**src/logic/ssr_pkg.sv**
```systemverilog
// Constants and types shared by the shadowed static RAM host controller.
// Assumes a 100 MHz sys_clk; every time below is turned into whole cycles.
package ssr_pkg;

    // Clock period and pin widths
    localparam int CLK_NS = 10;
    localparam int ADDR_W = 9;
    localparam int DATA_W = 8;
    localparam int TW     = 20;  // Width of the cycle timers

    // Times in ns as the device needs them, slowest grade
    localparam int PUR_NS    = 100000;   // powerup_ram_wait
    localparam int PUW_NS    = 5000000;  // powerup_shadow_wait
    localparam int STORE_NS  = 5000000;
    localparam int RECALL_NS = 5000;
    localparam int RD_NS     = 300;      // Read access time
    localparam int WP_NS     = 200;      // Write pulse width
    localparam int SP_NS     = 200;      // Store pulse width
    localparam int SOE_NS    = 20;       // drive_off_before_save
    localparam int OEST_NS   = 10;       // Quiet time after a pulse

    // Least times rounded up to whole cycles
    localparam int PUR_CYC    = (PUR_NS + CLK_NS - 1) / CLK_NS;
    localparam int PUW_CYC    = (PUW_NS + CLK_NS - 1) / CLK_NS;
    localparam int STORE_CYC  = (STORE_NS + CLK_NS - 1) / CLK_NS;
    localparam int RECALL_CYC = (RECALL_NS + CLK_NS - 1) / CLK_NS;
    localparam int SYNC_CYC   = 3;  // Pin register plus two-stage input sync
    localparam int RD_CYC     = (RD_NS + CLK_NS - 1) / CLK_NS + SYNC_CYC;
    localparam int WP_CYC     = (WP_NS + CLK_NS - 1) / CLK_NS;
    localparam int SP_CYC     = (SP_NS + CLK_NS - 1) / CLK_NS;
    localparam int SOE_CYC    = (SOE_NS + CLK_NS - 1) / CLK_NS;
    localparam int OEST_CYC   = (OEST_NS + CLK_NS - 1) / CLK_NS;

    // Host commands
    typedef enum logic [1:0] {
        OP_READ   = 2'h0,
        OP_WRITE  = 2'h1,
        OP_RECALL = 2'h2,
        OP_STORE  = 2'h3
    } ssr_op_t;

    // Sequencer states
    typedef enum logic [2:0] {
        ST_BOOT  = 3'h0,
        ST_IDLE  = 3'h1,
        ST_SETUP = 3'h2,
        ST_PULSE = 3'h3,
        ST_HOLD  = 3'h4,
        ST_BUSY  = 3'h5
    } ssr_state_t;

endpackage

```
**src/logic/ssr_timer.sv**
```systemverilog
// Down-counting cycle timer used for phase lengths and power-up waits.
// Assumes load and ce come from logic on sys_clk.
`timescale 1ns/100ps
`default_nettype none
module ssr_timer #(
    parameter int unsigned    W       = 20,
    parameter logic [W-1:0]   RST_VAL = '0
) (
    // Clock and reset
    input  wire logic         sys_clk,
    input  wire logic         rstn,
    input  wire logic         ce,
    // Control
    input  wire logic         load,
    input  wire logic [W-1:0] load_val,
    // Status
    output logic              zero
);

    logic [W-1:0] cnt;

    // Load wins; otherwise count down to zero and stop
    always_ff @(posedge sys_clk or negedge rstn) begin
        if (!rstn) begin
            cnt <= RST_VAL;
        end else if (ce) begin
            if (load) begin
                cnt <= load_val;
            end else if (cnt != '0) begin
                cnt <= cnt - W'(1);
            end
        end
    end

    assign zero = (cnt == '0);

endmodule
`default_nettype wire

```
**src/logic/ssr_host.sv**
```systemverilog
// Host controller driving a 512 x 8 shadowed static RAM over its pins.
// Assumes command inputs on sys_clk; data pins come back asynchronously.
// Contract
// - Chip select low for every access; high means ignored, standby.
// - Read: select and output low, write and shadow access high.
// - Write: select and write low, shadow access high; data latched.
// - Recall: select, output and shadow access low, write high.
// - Store blocked by output low, write high, select high, shadow high.
// - Host waits 100 us after power-up before RAM access.
// - Host waits 5 ms after power-up before shadow operations.
// - Output enable high at least 20 ns before a store begins.
`timescale 1ns/100ps
`default_nettype none
module ssr_host #(
    parameter int unsigned ADDR_W     = ssr_pkg::ADDR_W,
    parameter int unsigned DATA_W     = ssr_pkg::DATA_W,
    parameter int unsigned P_PUR_CYC   = ssr_pkg::PUR_CYC,
    parameter int unsigned P_PUW_CYC   = ssr_pkg::PUW_CYC,
    parameter int unsigned P_STORE_CYC = ssr_pkg::STORE_CYC
) (
    // Clock, reset, enable
    input  wire logic              sys_clk,
    input  wire logic              rstn,
    input  wire logic              ce,
    // Command port
    input  wire logic              cmd_valid,
    input  wire ssr_pkg::ssr_op_t  cmd_op,
    input  wire logic [ADDR_W-1:0] cmd_addr,
    input  wire logic [DATA_W-1:0] cmd_wdata,
    output logic                   cmd_ready,
    // Answer port
    output logic                   rsp_valid,
    output logic [DATA_W-1:0]      rsp_rdata,
    output logic                   rsp_skipped,
    // Device pins
    output logic [ADDR_W-1:0]      mem_addr,
    output logic                   chip_sel_n,
    output logic                   out_en_n,
    output logic                   write_en_n,
    output logic                   shadow_access_n,
    input  wire logic [DATA_W-1:0] data_in,
    output logic [DATA_W-1:0]      data_out,
    output logic                   data_oe
);

    localparam int TW = ssr_pkg::TW;

    ssr_pkg::ssr_state_t state;
    ssr_pkg::ssr_state_t next_state;
    ssr_pkg::ssr_op_t    op;
    logic [DATA_W-1:0]   data_meta;
    logic [DATA_W-1:0]   data_sync;
    logic                dirty;
    logic                t_load;
    logic [TW-1:0]       t_val;
    wire                 t_zero;
    wire                 ram_ok;
    wire                 shadow_ok;

    // Phase timer and power-up timers
    ssr_timer #(.W(TW), .RST_VAL('0)) u_phase (
        .sys_clk  (sys_clk),
        .rstn     (rstn),
        .ce       (ce),
        .load     (t_load),
        .load_val (t_val),
        .zero     (t_zero)
    );
    ssr_timer #(.W(TW), .RST_VAL(TW'(P_PUR_CYC))) u_pur (
        .sys_clk  (sys_clk),
        .rstn     (rstn),
        .ce       (ce),
        .load     (1'b0),
        .load_val ('0),
        .zero     (ram_ok)
    );
    ssr_timer #(.W(TW), .RST_VAL(TW'(P_PUW_CYC))) u_puw (
        .sys_clk  (sys_clk),
        .rstn     (rstn),
        .ce       (ce),
        .load     (1'b0),
        .load_val ('0),
        .zero     (shadow_ok)
    );

    // Command decode
    wire is_rd   = (op == ssr_pkg::OP_READ);
    wire is_wr   = (op == ssr_pkg::OP_WRITE);
    wire is_rc   = (op == ssr_pkg::OP_RECALL);
    wire is_st   = (op == ssr_pkg::OP_STORE);
    wire cmd_nv  = (cmd_op == ssr_pkg::OP_RECALL) || (cmd_op == ssr_pkg::OP_STORE);
    wire take    = (state == ssr_pkg::ST_IDLE) && cmd_valid && (!cmd_nv || shadow_ok);
    wire skip    = take && (cmd_op == ssr_pkg::OP_STORE) && !dirty;
    wire st_pls  = (state == ssr_pkg::ST_PULSE);
    wire pls_end = st_pls && t_zero;
    wire hold_end = (state == ssr_pkg::ST_HOLD) && t_zero;
    wire busy_end = (state == ssr_pkg::ST_BUSY) && t_zero;

    // Pin levels per phase; only the pulse phase pulls controls low
    wire next_cs_n  = !st_pls;
    wire next_oe_n  = !(st_pls && (is_rd || is_rc));
    wire next_we_n  = !(st_pls && (is_wr || is_st));
    wire next_ne_n  = !(st_pls && (is_rc || is_st));
    wire next_doe   = is_wr && ((state == ssr_pkg::ST_SETUP) || st_pls
                      || (state == ssr_pkg::ST_HOLD));
    wire [TW-1:0] pls_ld = is_wr ? TW'(ssr_pkg::WP_CYC - 1)
                         : is_st ? TW'(ssr_pkg::SP_CYC - 1)
                         : TW'(ssr_pkg::RD_CYC - 1);
    wire [TW-1:0] busy_ld = is_st ? TW'(P_STORE_CYC - 1)
                          : TW'(ssr_pkg::RECALL_CYC - 1);

    // Sequencer: setup, pulse, hold, then wait out store or recall
    always_comb begin
        next_state = state;
        t_load     = 1'b0;
        t_val      = '0;
        unique case (state)
            ssr_pkg::ST_BOOT: begin
                if (ram_ok) next_state = ssr_pkg::ST_IDLE;
            end
            ssr_pkg::ST_IDLE: begin
                if (take && !skip) begin
                    next_state = ssr_pkg::ST_SETUP;
                    t_load     = 1'b1;
                    t_val      = TW'(ssr_pkg::SOE_CYC - 1);
                end
            end
            ssr_pkg::ST_SETUP: begin
                if (t_zero) begin
                    next_state = ssr_pkg::ST_PULSE;
                    t_load     = 1'b1;
                    t_val      = pls_ld;
                end
            end
            ssr_pkg::ST_PULSE: begin
                if (t_zero) begin
                    next_state = ssr_pkg::ST_HOLD;
                    t_load     = 1'b1;
                    t_val      = TW'(ssr_pkg::OEST_CYC - 1);
                end
            end
            ssr_pkg::ST_HOLD: begin
                if (t_zero && (is_rc || is_st)) begin
                    next_state = ssr_pkg::ST_BUSY;
                    t_load     = 1'b1;
                    t_val      = busy_ld;
                end else if (t_zero) begin
                    next_state = ssr_pkg::ST_IDLE;
                end
            end
            ssr_pkg::ST_BUSY: begin
                if (t_zero) next_state = ssr_pkg::ST_IDLE;
            end
            default: next_state = ssr_pkg::ST_IDLE;
        endcase
    end

    // State, command latch and write-before-store tracking
    always_ff @(posedge sys_clk or negedge rstn) begin
        if (!rstn) begin
            state <= ssr_pkg::ST_BOOT;
            op    <= ssr_pkg::OP_READ;
            dirty <= 1'b0;
        end else if (ce) begin
            state <= next_state;
            if (take) op <= cmd_op;
            if (pls_end && is_wr) begin
                dirty <= 1'b1;
            end else if (pls_end && is_st) begin
                dirty <= 1'b0;
            end
        end
    end

    // Two-stage sync of the returning data pins
    always_ff @(posedge sys_clk or negedge rstn) begin
        if (!rstn) begin
            data_meta <= '0;
            data_sync <= '0;
        end else if (ce) begin
            data_meta <= data_in;
            data_sync <= data_meta;
        end
    end

    // Registered pins
    always_ff @(posedge sys_clk or negedge rstn) begin
        if (!rstn) begin
            chip_sel_n      <= 1'b1;
            out_en_n        <= 1'b1;
            write_en_n      <= 1'b1;
            shadow_access_n <= 1'b1;
            data_oe         <= 1'b0;
            mem_addr        <= '0;
            data_out        <= '0;
        end else if (ce) begin
            chip_sel_n      <= next_cs_n;
            out_en_n        <= next_oe_n;
            write_en_n      <= next_we_n;
            shadow_access_n <= next_ne_n;
            data_oe         <= next_doe;
            if (take) begin
                mem_addr <= cmd_addr;
                data_out <= cmd_wdata;
            end
        end
    end

    // Command handshake and answers
    always_ff @(posedge sys_clk or negedge rstn) begin
        if (!rstn) begin
            cmd_ready   <= 1'b0;
            rsp_valid   <= 1'b0;
            rsp_skipped <= 1'b0;
            rsp_rdata   <= '0;
        end else if (ce) begin
            cmd_ready   <= (next_state == ssr_pkg::ST_IDLE);
            rsp_valid   <= skip || (hold_end && (is_rd || is_wr)) || busy_end;
            rsp_skipped <= skip;
            if (pls_end && is_rd) rsp_rdata <= data_sync;
        end
    end

    // Cycles since reset, for the power-up checks
    logic [TW-1:0] up_cnt;
    always_ff @(posedge sys_clk or negedge rstn) begin
        if (!rstn) begin
            up_cnt <= '0;
        end else if (ce && (up_cnt < TW'(P_PUW_CYC))) begin
            up_cnt <= up_cnt + TW'(1);
        end
    end

    wire store_lvl = !chip_sel_n && !write_en_n && !shadow_access_n;
endmodule
`default_nettype wire

```
**config.mk**
```make
export PLATFORM = sky130hd
export DESIGN_NAME = ssr_host
export DESIGN_NICKNAME = d
export VERILOG_FILES = /design/src/logic/ssr_pkg.sv /design/src/logic/ssr_timer.sv /design/src/logic/ssr_host.sv
export SDC_FILE = /design/constraint.sdc
export NUM_CORES = 1
export LEC_CHECK = 0
export BUFFER_PORTS_ARGS = -buffer_cell sky130_fd_sc_hd__buf_4
export CAP_MARGIN = 15
export CORE_AREA = 2 2 125 127
export DETAILED_ROUTE_END_ITERATION = 7
export DIE_AREA = 0 0 127 129
export GPL_TIMING_DRIVEN = 0
export PLACE_DENSITY = 0.54
export RECOVER_POWER = 100
export SLEW_MARGIN = 40
export SYNTH_ARGS = -nofsm -noshare
export SYNTH_HDL_FRONTEND = slang
export SYNTH_SLANG_ARGS = --single-unit
```
**constraint.sdc**
```tcl
create_clock -name sys_clk -period 4.16 [get_ports sys_clk]
set_input_delay 0.832 -clock sys_clk [delete_from_list [all_inputs] [get_ports sys_clk]]
set_output_delay 0.832 -clock sys_clk [all_outputs]
set_load 0.01 [all_outputs]
```
==> results of run 1 <==
kinds of logic (layout without fill, tap and decap cells):
kind of cell / after synthesis / count (layout) / synth area share [%]
simple gates: 180 / 180 / 17.6
flops: 115 / 115 / 53.0
compound gates: 89 / 89 / 10.2
mux: 44 / 44 / 9.62
xor+xnor: 36 / 36 / 5.77
buf+inv: 36 / 132 / 2.66
fa+ha+maj: 5 / 5 / 1.14
per-stage QoR:
stage                     utilization (%)  setup slack [ps]  hold WS, ps  std cells  instance area [um^2]
final                                44.8               689          335        789                  6700
after global routing                 44.8               496          356        789                  6700
after CTS                            46.0              1010          340        789                  6890
after detailed placement             41.6              1040          456        757                  6230
after global placement               41.2               808          449        756                  6170
after floorplan                         -              1420          433        505                  5460
report_power, final:
part           internal, mW  switching [mW]  leakage [nW]
registers              1.33           0.163          1.44
logic                 0.310           0.409          1.42
clock network          1.10           0.522         0.309
area by class of cell:
class | count | area [um^2]
buffer | 18 | 71.3
clock buffer | 20 | 457
clock inverter | 12 | 203
fill | 1452 | 8270
inverter | 18 | 67.6
multi-input combinational | 354 | 2380
sequential | 115 | 2900
tap | 188 | 235
timing repair buffer | 64 | 395
worst max path at each step:
stage / startpoint / endpoint / slack, ps / depth (start not counted)
after floorplan: u_phase.cnt[0] / rsp_rdata[0] / 1420 / 10
after global placement: cmd_valid / u_phase.cnt[14] / 810 / 7
after detailed placement: u_phase.cnt[0] / rsp_rdata[6] / 1040 / 10
after CTS: u_phase.cnt[0] / rsp_rdata[7] / 1010 / 10
after global routing: u_puw.cnt[6] / u_phase.cnt[14] / 500 / 6
final: u_phase.cnt[0] / rsp_rdata[7] / 690 / 10
layout by cell type, fill, tap and decap left out, drive strengths merged, types with 6 or more instances in the layout:
cell type	count
dfrtp	99
clkbuf	67
nor2	44
mux2	44
nand2	40
buf	35
o21ai	30
xor2	26
inv	19
nor4	16
nor3	16
a21oi	16
dfstp	16
nand3	13
or4	11
a31oi	11
xnor2	10
nand4	8
nand2b	6
cell usage after synthesis (5+ instances only):
library cell	count
inv_1	18
mux2_2	36
nand4_1	8
nor2_1	44
clkbuf_1	12
o21ai_0	29
nand2b_1	6
a31oi_1	11
mux2_4	8
ha_1	5
nor4_1	15
o31ai_1	5
o211ai_1	5
xor2_1	26
nand2_1	40
nand3_1	12
or4_1	10
xnor2_1	10
dfrtp_1	99
a21oi_1	16
nor3_1	16
dfstp_2	16
routing by layer:
layer	track usage (%)	wire length [um]
met5	0	0
met3	5.53	564
met1	21.4	5970
met4	7.30	205
met2	25.6	6160
sequential cells by signal (all words and copies together) (netlist names):
| signal | flops |
|---|---|
| chip_sel_n | 1 |
| cmd_ready | 1 |
| data_meta | 8 |
| data_oe | 1 |
| data_out | 8 |
| data_sync | 8 |
| dirty | 1 |
| mem_addr | 9 |
| op | 2 |
| out_en_n | 1 |
| rsp_rdata | 8 |
| rsp_skipped | 1 |
| rsp_valid | 1 |
| shadow_access_n | 1 |
| state | 3 |
| u_phase.cnt | 20 |
| u_pur.cnt | 20 |
| u_puw.cnt | 20 |
| write_en_n | 1 |
==> impl_metrics.tcl, run 1 <==
set metrics [dict create \
    cts_tree "built" \
    die_w_um 127 \
    r2r_cells 10 \
    async_reset_ff_share_pct 100 \
    r2r-end "rsp_rdata[7]" \
    drt-initial-drc-count 242 \
    grt_max_degree 60 \
    cp-end-kind "register" \
    path_class "reg -> reg" \
    drive_gt1_share_pct 20.3 \
    synth_top_flop_cell "dfrtp_1" \
    min-delay-path-class "in -> async" \
    synth_nets 541 \
    ys_ff_latch 115 \
    grt_overflow 0 \
    rsz0062_at_grt "no" \
    cts_num_sinks 115 \
    yosysWarnings 0 \
    min_period_over_period_pct 83.4 \
    cp.buffers_inverters 3 \
    r2r_start "u_phase.cnt[0]" \
    dieArea_um2 16400 \
    dieHeight_um 129 \
    cts_hold_buf 0 \
    synth_edf_count 0 \
    status "completed" \
    drc 0 \
    antenna_found_initial 0 \
    core_area_um2 15000 \
    max_stage_delay_ps 580 \
    maxCapViolations 0 \
    cts-root-buf "clkbuf_16" \
    synthCells 505 \
    num_io_pins 64 \
    power_leakage_nw 3.16 \
    relSlewSlack_pct 11.0 \
    synth_area_leader_cell "dfrtp_1" \
    crit_family "simple AND/OR/NAND/NOR gates" \
    worstPathCellList "inv_1, ha_1, or4b_1, nor2_1, and2_1, clkbuf_1, nand2_1, or4_1, buf_4, mux2_1" \
    area_growth_pct 22.7 \
    cp_slowest_cell "or4b_1" \
    place.gp.congestion 0.857 \
    diodes 0 \
    yosysUniqueCellTypes 58 \
    power.density_nw_per_um2 571 \
    fmax_mhz 288 \
    tightest_slew_ps 1320 \
    cts_resized 0 \
    wl_mm 12.9 \
    hold_violations 0 \
    crit_path_max_fanout 10 \
    fin_crit_ps 3470 \
    vias 4174 \
    place.port_buffers 63 \
    cts_inserted_buffers 17 \
    post-cts-setup-buffers 0 \
    htreeDepth 4 \
    setup_viol 0 \
    grt_usage_pct 16.6 \
    slew_violations 0 \
    routed_via_density 5.29 \
    yosysSeqAreaShare_pct 53.0 \
    initial_core_util_pct 36.5 \
    nets 624 \
    dr.pass1.iters 4 \
    yosys-top-cells-area "dfrtp_1, dfstp_2, mux2_2" \
    grt_pass1_wl_mm 21.4 \
    fin_skew_ps 9.31 \
    ff2ff_setup_slack_ps 690 \
    netlist_area_um2 5460 \
    syn_area_per_cell_um2 10.8 \
    synth_top_area_share_pct 45.3 \
    clkSlewWorstSetupHoldPaths_ps 50 \
    critical_path_required_ps 4450 \
    hpwl_mm 8.98 \
    clk_latency_ps 410 \
    post_drt_wl_per_cell_um 16.3 \
    clock_tree.buffer_depth 2 \
    tns_ps 0 \
    total_power_mw 3.83 \
    ant_nets 0 \
    start_kind "register" \
    cp.arrival_ps 3760 \
    ir_drop_uv 306 \
    grt_pass1_vias 4231 \
    num_rows 45 \
]
Note: power is estimated with default switching activity, not from simulation.
==> run 2: changes to the inputs <==
==> constraint.sdc (replaced) <==
create_clock -name sys_clk -period 3.5 [get_ports sys_clk]
set_input_delay 0.7 -clock sys_clk [delete_from_list [all_inputs] [get_ports sys_clk]]
set_output_delay 0.7 -clock sys_clk [all_outputs]
set_load 0.01 [all_outputs]
==> impl_metrics.tcl, run 2 (synthesis results as in run 1) <==
set metrics [dict create \
    path_depth 10 \
    rsz0062_at_grt "no" \
    cp-end-kind "register" \
    min_period_over_period_pct 90.9 \
    core_area_um2 15000 \
    cts_tree "built" \
    power_leakage_nw 3.17 \
    crit_start "u_phase.cnt[0]" \
    cts_hold_buf 0 \
    n_fill_cell 1452 \
    area_growth_pct 22.8 \
    worst_slack_ps 318 \
    htreeDepth 4 \
    initial_core_util_pct 36.5 \
    r2r-end "rsp_rdata[7]" \
    hold_ws_ps 461 \
    final_cell_mix "dfrtp_1, clkbuf_1, nor2_1" \
    tightest_slew_ps 2600 \
    cts_resized 0 \
    cts-root-buf "clkbuf_16" \
    min-delay-path-class "reg -> reg" \
    dieHeight_um 129 \
    place.port_buffers 63 \
    pre_cts_ws_ps 378 \
    grt_overflow 0 \
    clkSlewWorstSetupHoldPaths_ps 50 \
    dieArea_um2 16400 \
    cp.arrival_ps 3470 \
    r2r_start "u_phase.cnt[0]" \
    drive_gt1_share_pct 20.5 \
    clk_latency_ps 410 \
    cp.buffers_inverters 3 \
    nets 624 \
    final_common_cell "dfrtp_1" \
    slew_violations 57 \
    place_inst 757 \
    maxCapViolations 1 \
    dr.pass1.iters 4 \
    num_io_pins 64 \
    grt_max_degree 60 \
    grt_pass1_vias 4231 \
    diodes 0 \
    fin_skew_ps 8.79 \
    register_area_um2 2900 \
    antenna_found_initial 0 \
    largest_registers "u_phase.cnt: 20 flops, u_pur.cnt: 20 flops, u_puw.cnt: 20 flops" \
    post-cts-setup-buffers 0 \
    violations "max-capacitance violations, max-slew violations" \
    crit_family "simple AND/OR/NAND/NOR gates" \
    num_rows 45 \
    die_w_um 127 \
    setup_viol 0 \
    post_drt_wl_per_cell_um 16.3 \
    grt_usage_pct 16.6 \
    ir_drop_uv 363 \
    final_cells 789 \
    crit_path_max_fanout 10 \
    grt_pass1_wl_mm 21.4 \
    cts_num_sinks 115 \
    drc 0 \
    path_common_cell "buf_4" \
    tns_ps 0 \
    power.density_nw_per_um2 679 \
    status "finished, violations left" \
    cts_inserted_buffers 17 \
    critical_path_required_ps 3790 \
    path_class "reg -> reg" \
    crit_end "rsp_rdata[7]" \
    routed_via_density 5.30 \
    fin_crit_ps 3180 \
    ff2ff_setup_slack_ps 320 \
    cp_slowest_cell "or4b_1" \
    fmax_mhz 314 \
    max_stage_delay_ps 580 \
    wl_mm 12.9 \
    clock_tree.buffer_depth 2 \
    ant_nets 0 \
    vias 4183 \
    hold_violations 0 \
    r2r_cells 10 \
    drt-initial-drc-count 243 \
    start_kind "register" \
    place.gp.congestion 0.857 \
    hpwl_mm 8.98 \
    worstPathCellList "inv_1, ha_1, or4b_1, nor2_1, and2_1, buf_4, nand2_1, or4_1, buf_4, mux2_1" \
    relSlewSlack_pct -73.5 \
    multiInputGateArea_um2 2380 \
]
==> run 2: worst min-delay path by stage <==
stage / startpoint / end / slack [ps] / depth (start not counted)
6_report: u_pur.cnt[11] / u_pur.cnt[11] / 460 / 1
5_1_grt: u_puw.cnt[19] / u_puw.cnt[19] / 490 / 1
4_1_cts: rstn / u_puw.cnt[6] / 210 / 1
3_5_place_dp: u_pur.cnt[11] / u_pur.cnt[11] / 460 / 1
3_3_place_gp: u_pur.cnt[17] / u_pur.cnt[17] / 450 / 1
2_1_floorplan: rstn / cmd_ready / 400 / 0
==> run 2: area by class of cell <==
class / count / share of cell area (%)
timing repair buffer: 64 / 5.85
multi-input combinational: 354 / 35.5
buffer: 18 / 1.12
sequential: 115 / 43.2
tap: 188 / 3.51
inverter: 18 / 1.01
clock buffer: 20 / 6.81
clock inverter: 12 / 3.02
==> run 2: metal layers <==
| metal | vias up | track usage [%] | part of all wire (%) |
|---|---|---|---|
| met5 | - | 0 | 0 |
| met4 | 0 | 7.30 | 1.6 |
| met3 | 19 | 5.53 | 4.6 |
| met2 | 88 | 25.6 | 47 |
| met1 | 2071 | 21.4 | 46 |
| li1 | 2005 | - | - |
==> run 2: report_power, final <==
part | internal, mW | total, mW | switching, mW
sequential | 1.58 | 1.77 | 0.194
combinational | 0.369 | 0.856 | 0.487
clock | 1.30 | 1.92 | 0.623
==> run 2: metrics by stage <==
step / power, mW / utilization, % / cell area (um^2)
after global routing: 4.79 / 44.8 / 6710
after detailed placement: 2.77 / 41.6 / 6230
final: 4.55 / 44.8 / 6710
after floorplan: 2.32 / - / 5460
after global placement: 2.73 / 41.2 / 6170
after CTS: 4.72 / 46.0 / 6890
==> run 2: worst reg2reg max path, stage by stage, from the launching register on <==
cell and delay (ps):
dfrtp_1 400, inv_1 90, ha_1 230, or4b_1 580
nor2_1 370, and2_1 190, buf_4 180, nand2_1 80
or4_1 420, buf_4 200, mux2_1 320
==> run 3: changes to the inputs <==
--- a/config.mk
+++ b/config.mk
@@ -11,7 +11,7 @@
 export DETAILED_ROUTE_END_ITERATION = 7
 export DIE_AREA = 0 0 127 129
 export GPL_TIMING_DRIVEN = 0
-export PLACE_DENSITY = 0.54
+export PLACE_DENSITY = 0.59
 export RECOVER_POWER = 100
 export SLEW_MARGIN = 40
 export SYNTH_ARGS = -nofsm -noshare
==> impl_metrics.tcl, run 3 (synthesis results as in run 1) <==
set metrics [dict create \
    drc 0 \
    grt_overflow 0 \
    slew_violations 42 \
    post-cts-setup-buffers 0 \
    status "finished, violations left" \
    wl_mm 12.8 \
    rsz0062_at_grt "no" \
    path_class "reg -> reg" \
    core_area_um2 15000 \
    min_period_over_period_pct 93.7 \
    vias 4272 \
    drt-initial-drc-count 326 \
    grt_pass1_wl_mm 20.9 \
    power_leakage_nw 3.16 \
    grt_max_degree 75 \
    post_drt_wl_per_cell_um 16.2 \
    cts_resized 0 \
    nets 624 \
    grt_usage_pct 16.0 \
    num_io_pins 64 \
    final_common_cell "dfrtp_1" \
    min-delay-path-class "reg -> reg" \
    dr.pass1.iters 5 \
    finish.utilization_pct 44.6 \
    hpwl_mm 8.88 \
    num_rows 45 \
    htreeDepth 4 \
    ant_nets 0 \
    hold_violations 0 \
    fmax_mhz 305 \
    start_kind "register" \
    cts-root-buf "clkbuf_16" \
    clock_tree.buffer_depth 2 \
    cts_num_sinks 115 \
    diodes 0 \
    drive_gt1_share_pct 20.3 \
    fin_crit_ps 3280 \
    largest_registers "u_phase.cnt: 20 flops, u_pur.cnt: 20 flops, u_puw.cnt: 20 flops" \
    crit_path_max_fanout 10 \
    area_growth_pct 22.3 \
    antenna_found_initial 0 \
    maxCapViolations 1 \
    power.density_nw_per_um2 673 \
    cts_inserted_buffers 17 \
    final_cell_mix "dfrtp_1, clkbuf_1, nor2_1" \
    ir_drop_uv 363 \
    fin_skew_ps 12.6 \
    violations "max-capacitance violations, max-slew violations" \
    cts_hold_buf 0 \
    tns_ps 0 \
    setup_viol 0 \
    place.port_buffers 63 \
    clkSlewWorstSetupHoldPaths_ps 50 \
    clk_latency_ps 410 \
    critical_path_required_ps 3780 \
    routed_via_density 5.41 \
    relSlewSlack_pct -52.4 \
    die_w_um 127 \
    place.gp.congestion 0.887 \
    cts_tree "built" \
    grt_pass1_vias 4249 \
    initial_core_util_pct 36.5 \
    tightest_slew_ps 2290 \
    cp.arrival_ps 3550 \
    cp-end-kind "register" \
    dieHeight_um 129 \
    dieArea_um2 16400 \
]
run 3: worst paths after layout:
| kind | from | to | slack, ps | depth (start not counted) |
|---|---|---|---|---|
| max | u_phase.cnt[0] | rsp_rdata[1] | 220 | 10 |
| min | u_pur.cnt[19] | u_pur.cnt[19] | 460 | 1 |
| max reg2reg | u_phase.cnt[0] | rsp_rdata[1] | 220 | 10 |
| min reg2reg | u_pur.cnt[19] | u_pur.cnt[19] | 460 | 1 |
| max in group asynchronous | rstn | u_puw.cnt[12] | 1210 | 1 |
| min in group asynchronous | rstn | u_pur.cnt[17] | 970 | 1 |
run 3: layout make-up:
class	instances	area [um^2]
Sequential cell	115	2900
Timing Repair Buffer	64	384
Inverter	18	67.6
Clock inverter	11	184
Clock buffer	21	450
Buffer	18	75.1
Fill cell	1442	8300
Tap cell	188	235
Multi-Input combinational cell	354	2390
run 3: where the power goes:
group,internal [mW],switching [mW]
sequential,1.58,0.198
combinational,0.367,0.488
clock,1.28,0.584
run 3: stage by stage:
| step | total power, mW | worst slack [ps] | cell area [um^2] | std cells | hold slack, ps |
|---|---|---|---|---|---|
| final | 4.49 | 222 | 6680 | 789 | 463 |
| after detailed placement | 2.77 | 325 | 6220 | 757 | 453 |
| after CTS | 4.63 | 306 | 6860 | 789 | 172 |
| after floorplan | 2.32 | 758 | 5460 | 505 | 404 |
| after global placement | 2.73 | 275 | 6170 | 756 | 448 |
| after global routing | 4.71 | 79.4 | 6680 | 789 | 479 |
run 3: layer usage:
layer,global-route usage [%],up-vias,share of wire (%)
met5,0,-,0
met4,5.24,0,1.2
met3,4.57,16,5.6
met2,25.6,137,49
met1,21.1,2119,44
li1,-,2000,-
run 3: critical path: stages, from the launching register on:
cell	delay, ps
dfrtp_1	400
inv_1	90
ha_1	230
or4b_1	570
nor2_1	420
and2_0	190
buf_4	200
nand2_1	90
or4_1	430
buf_4	200
mux2_1	330
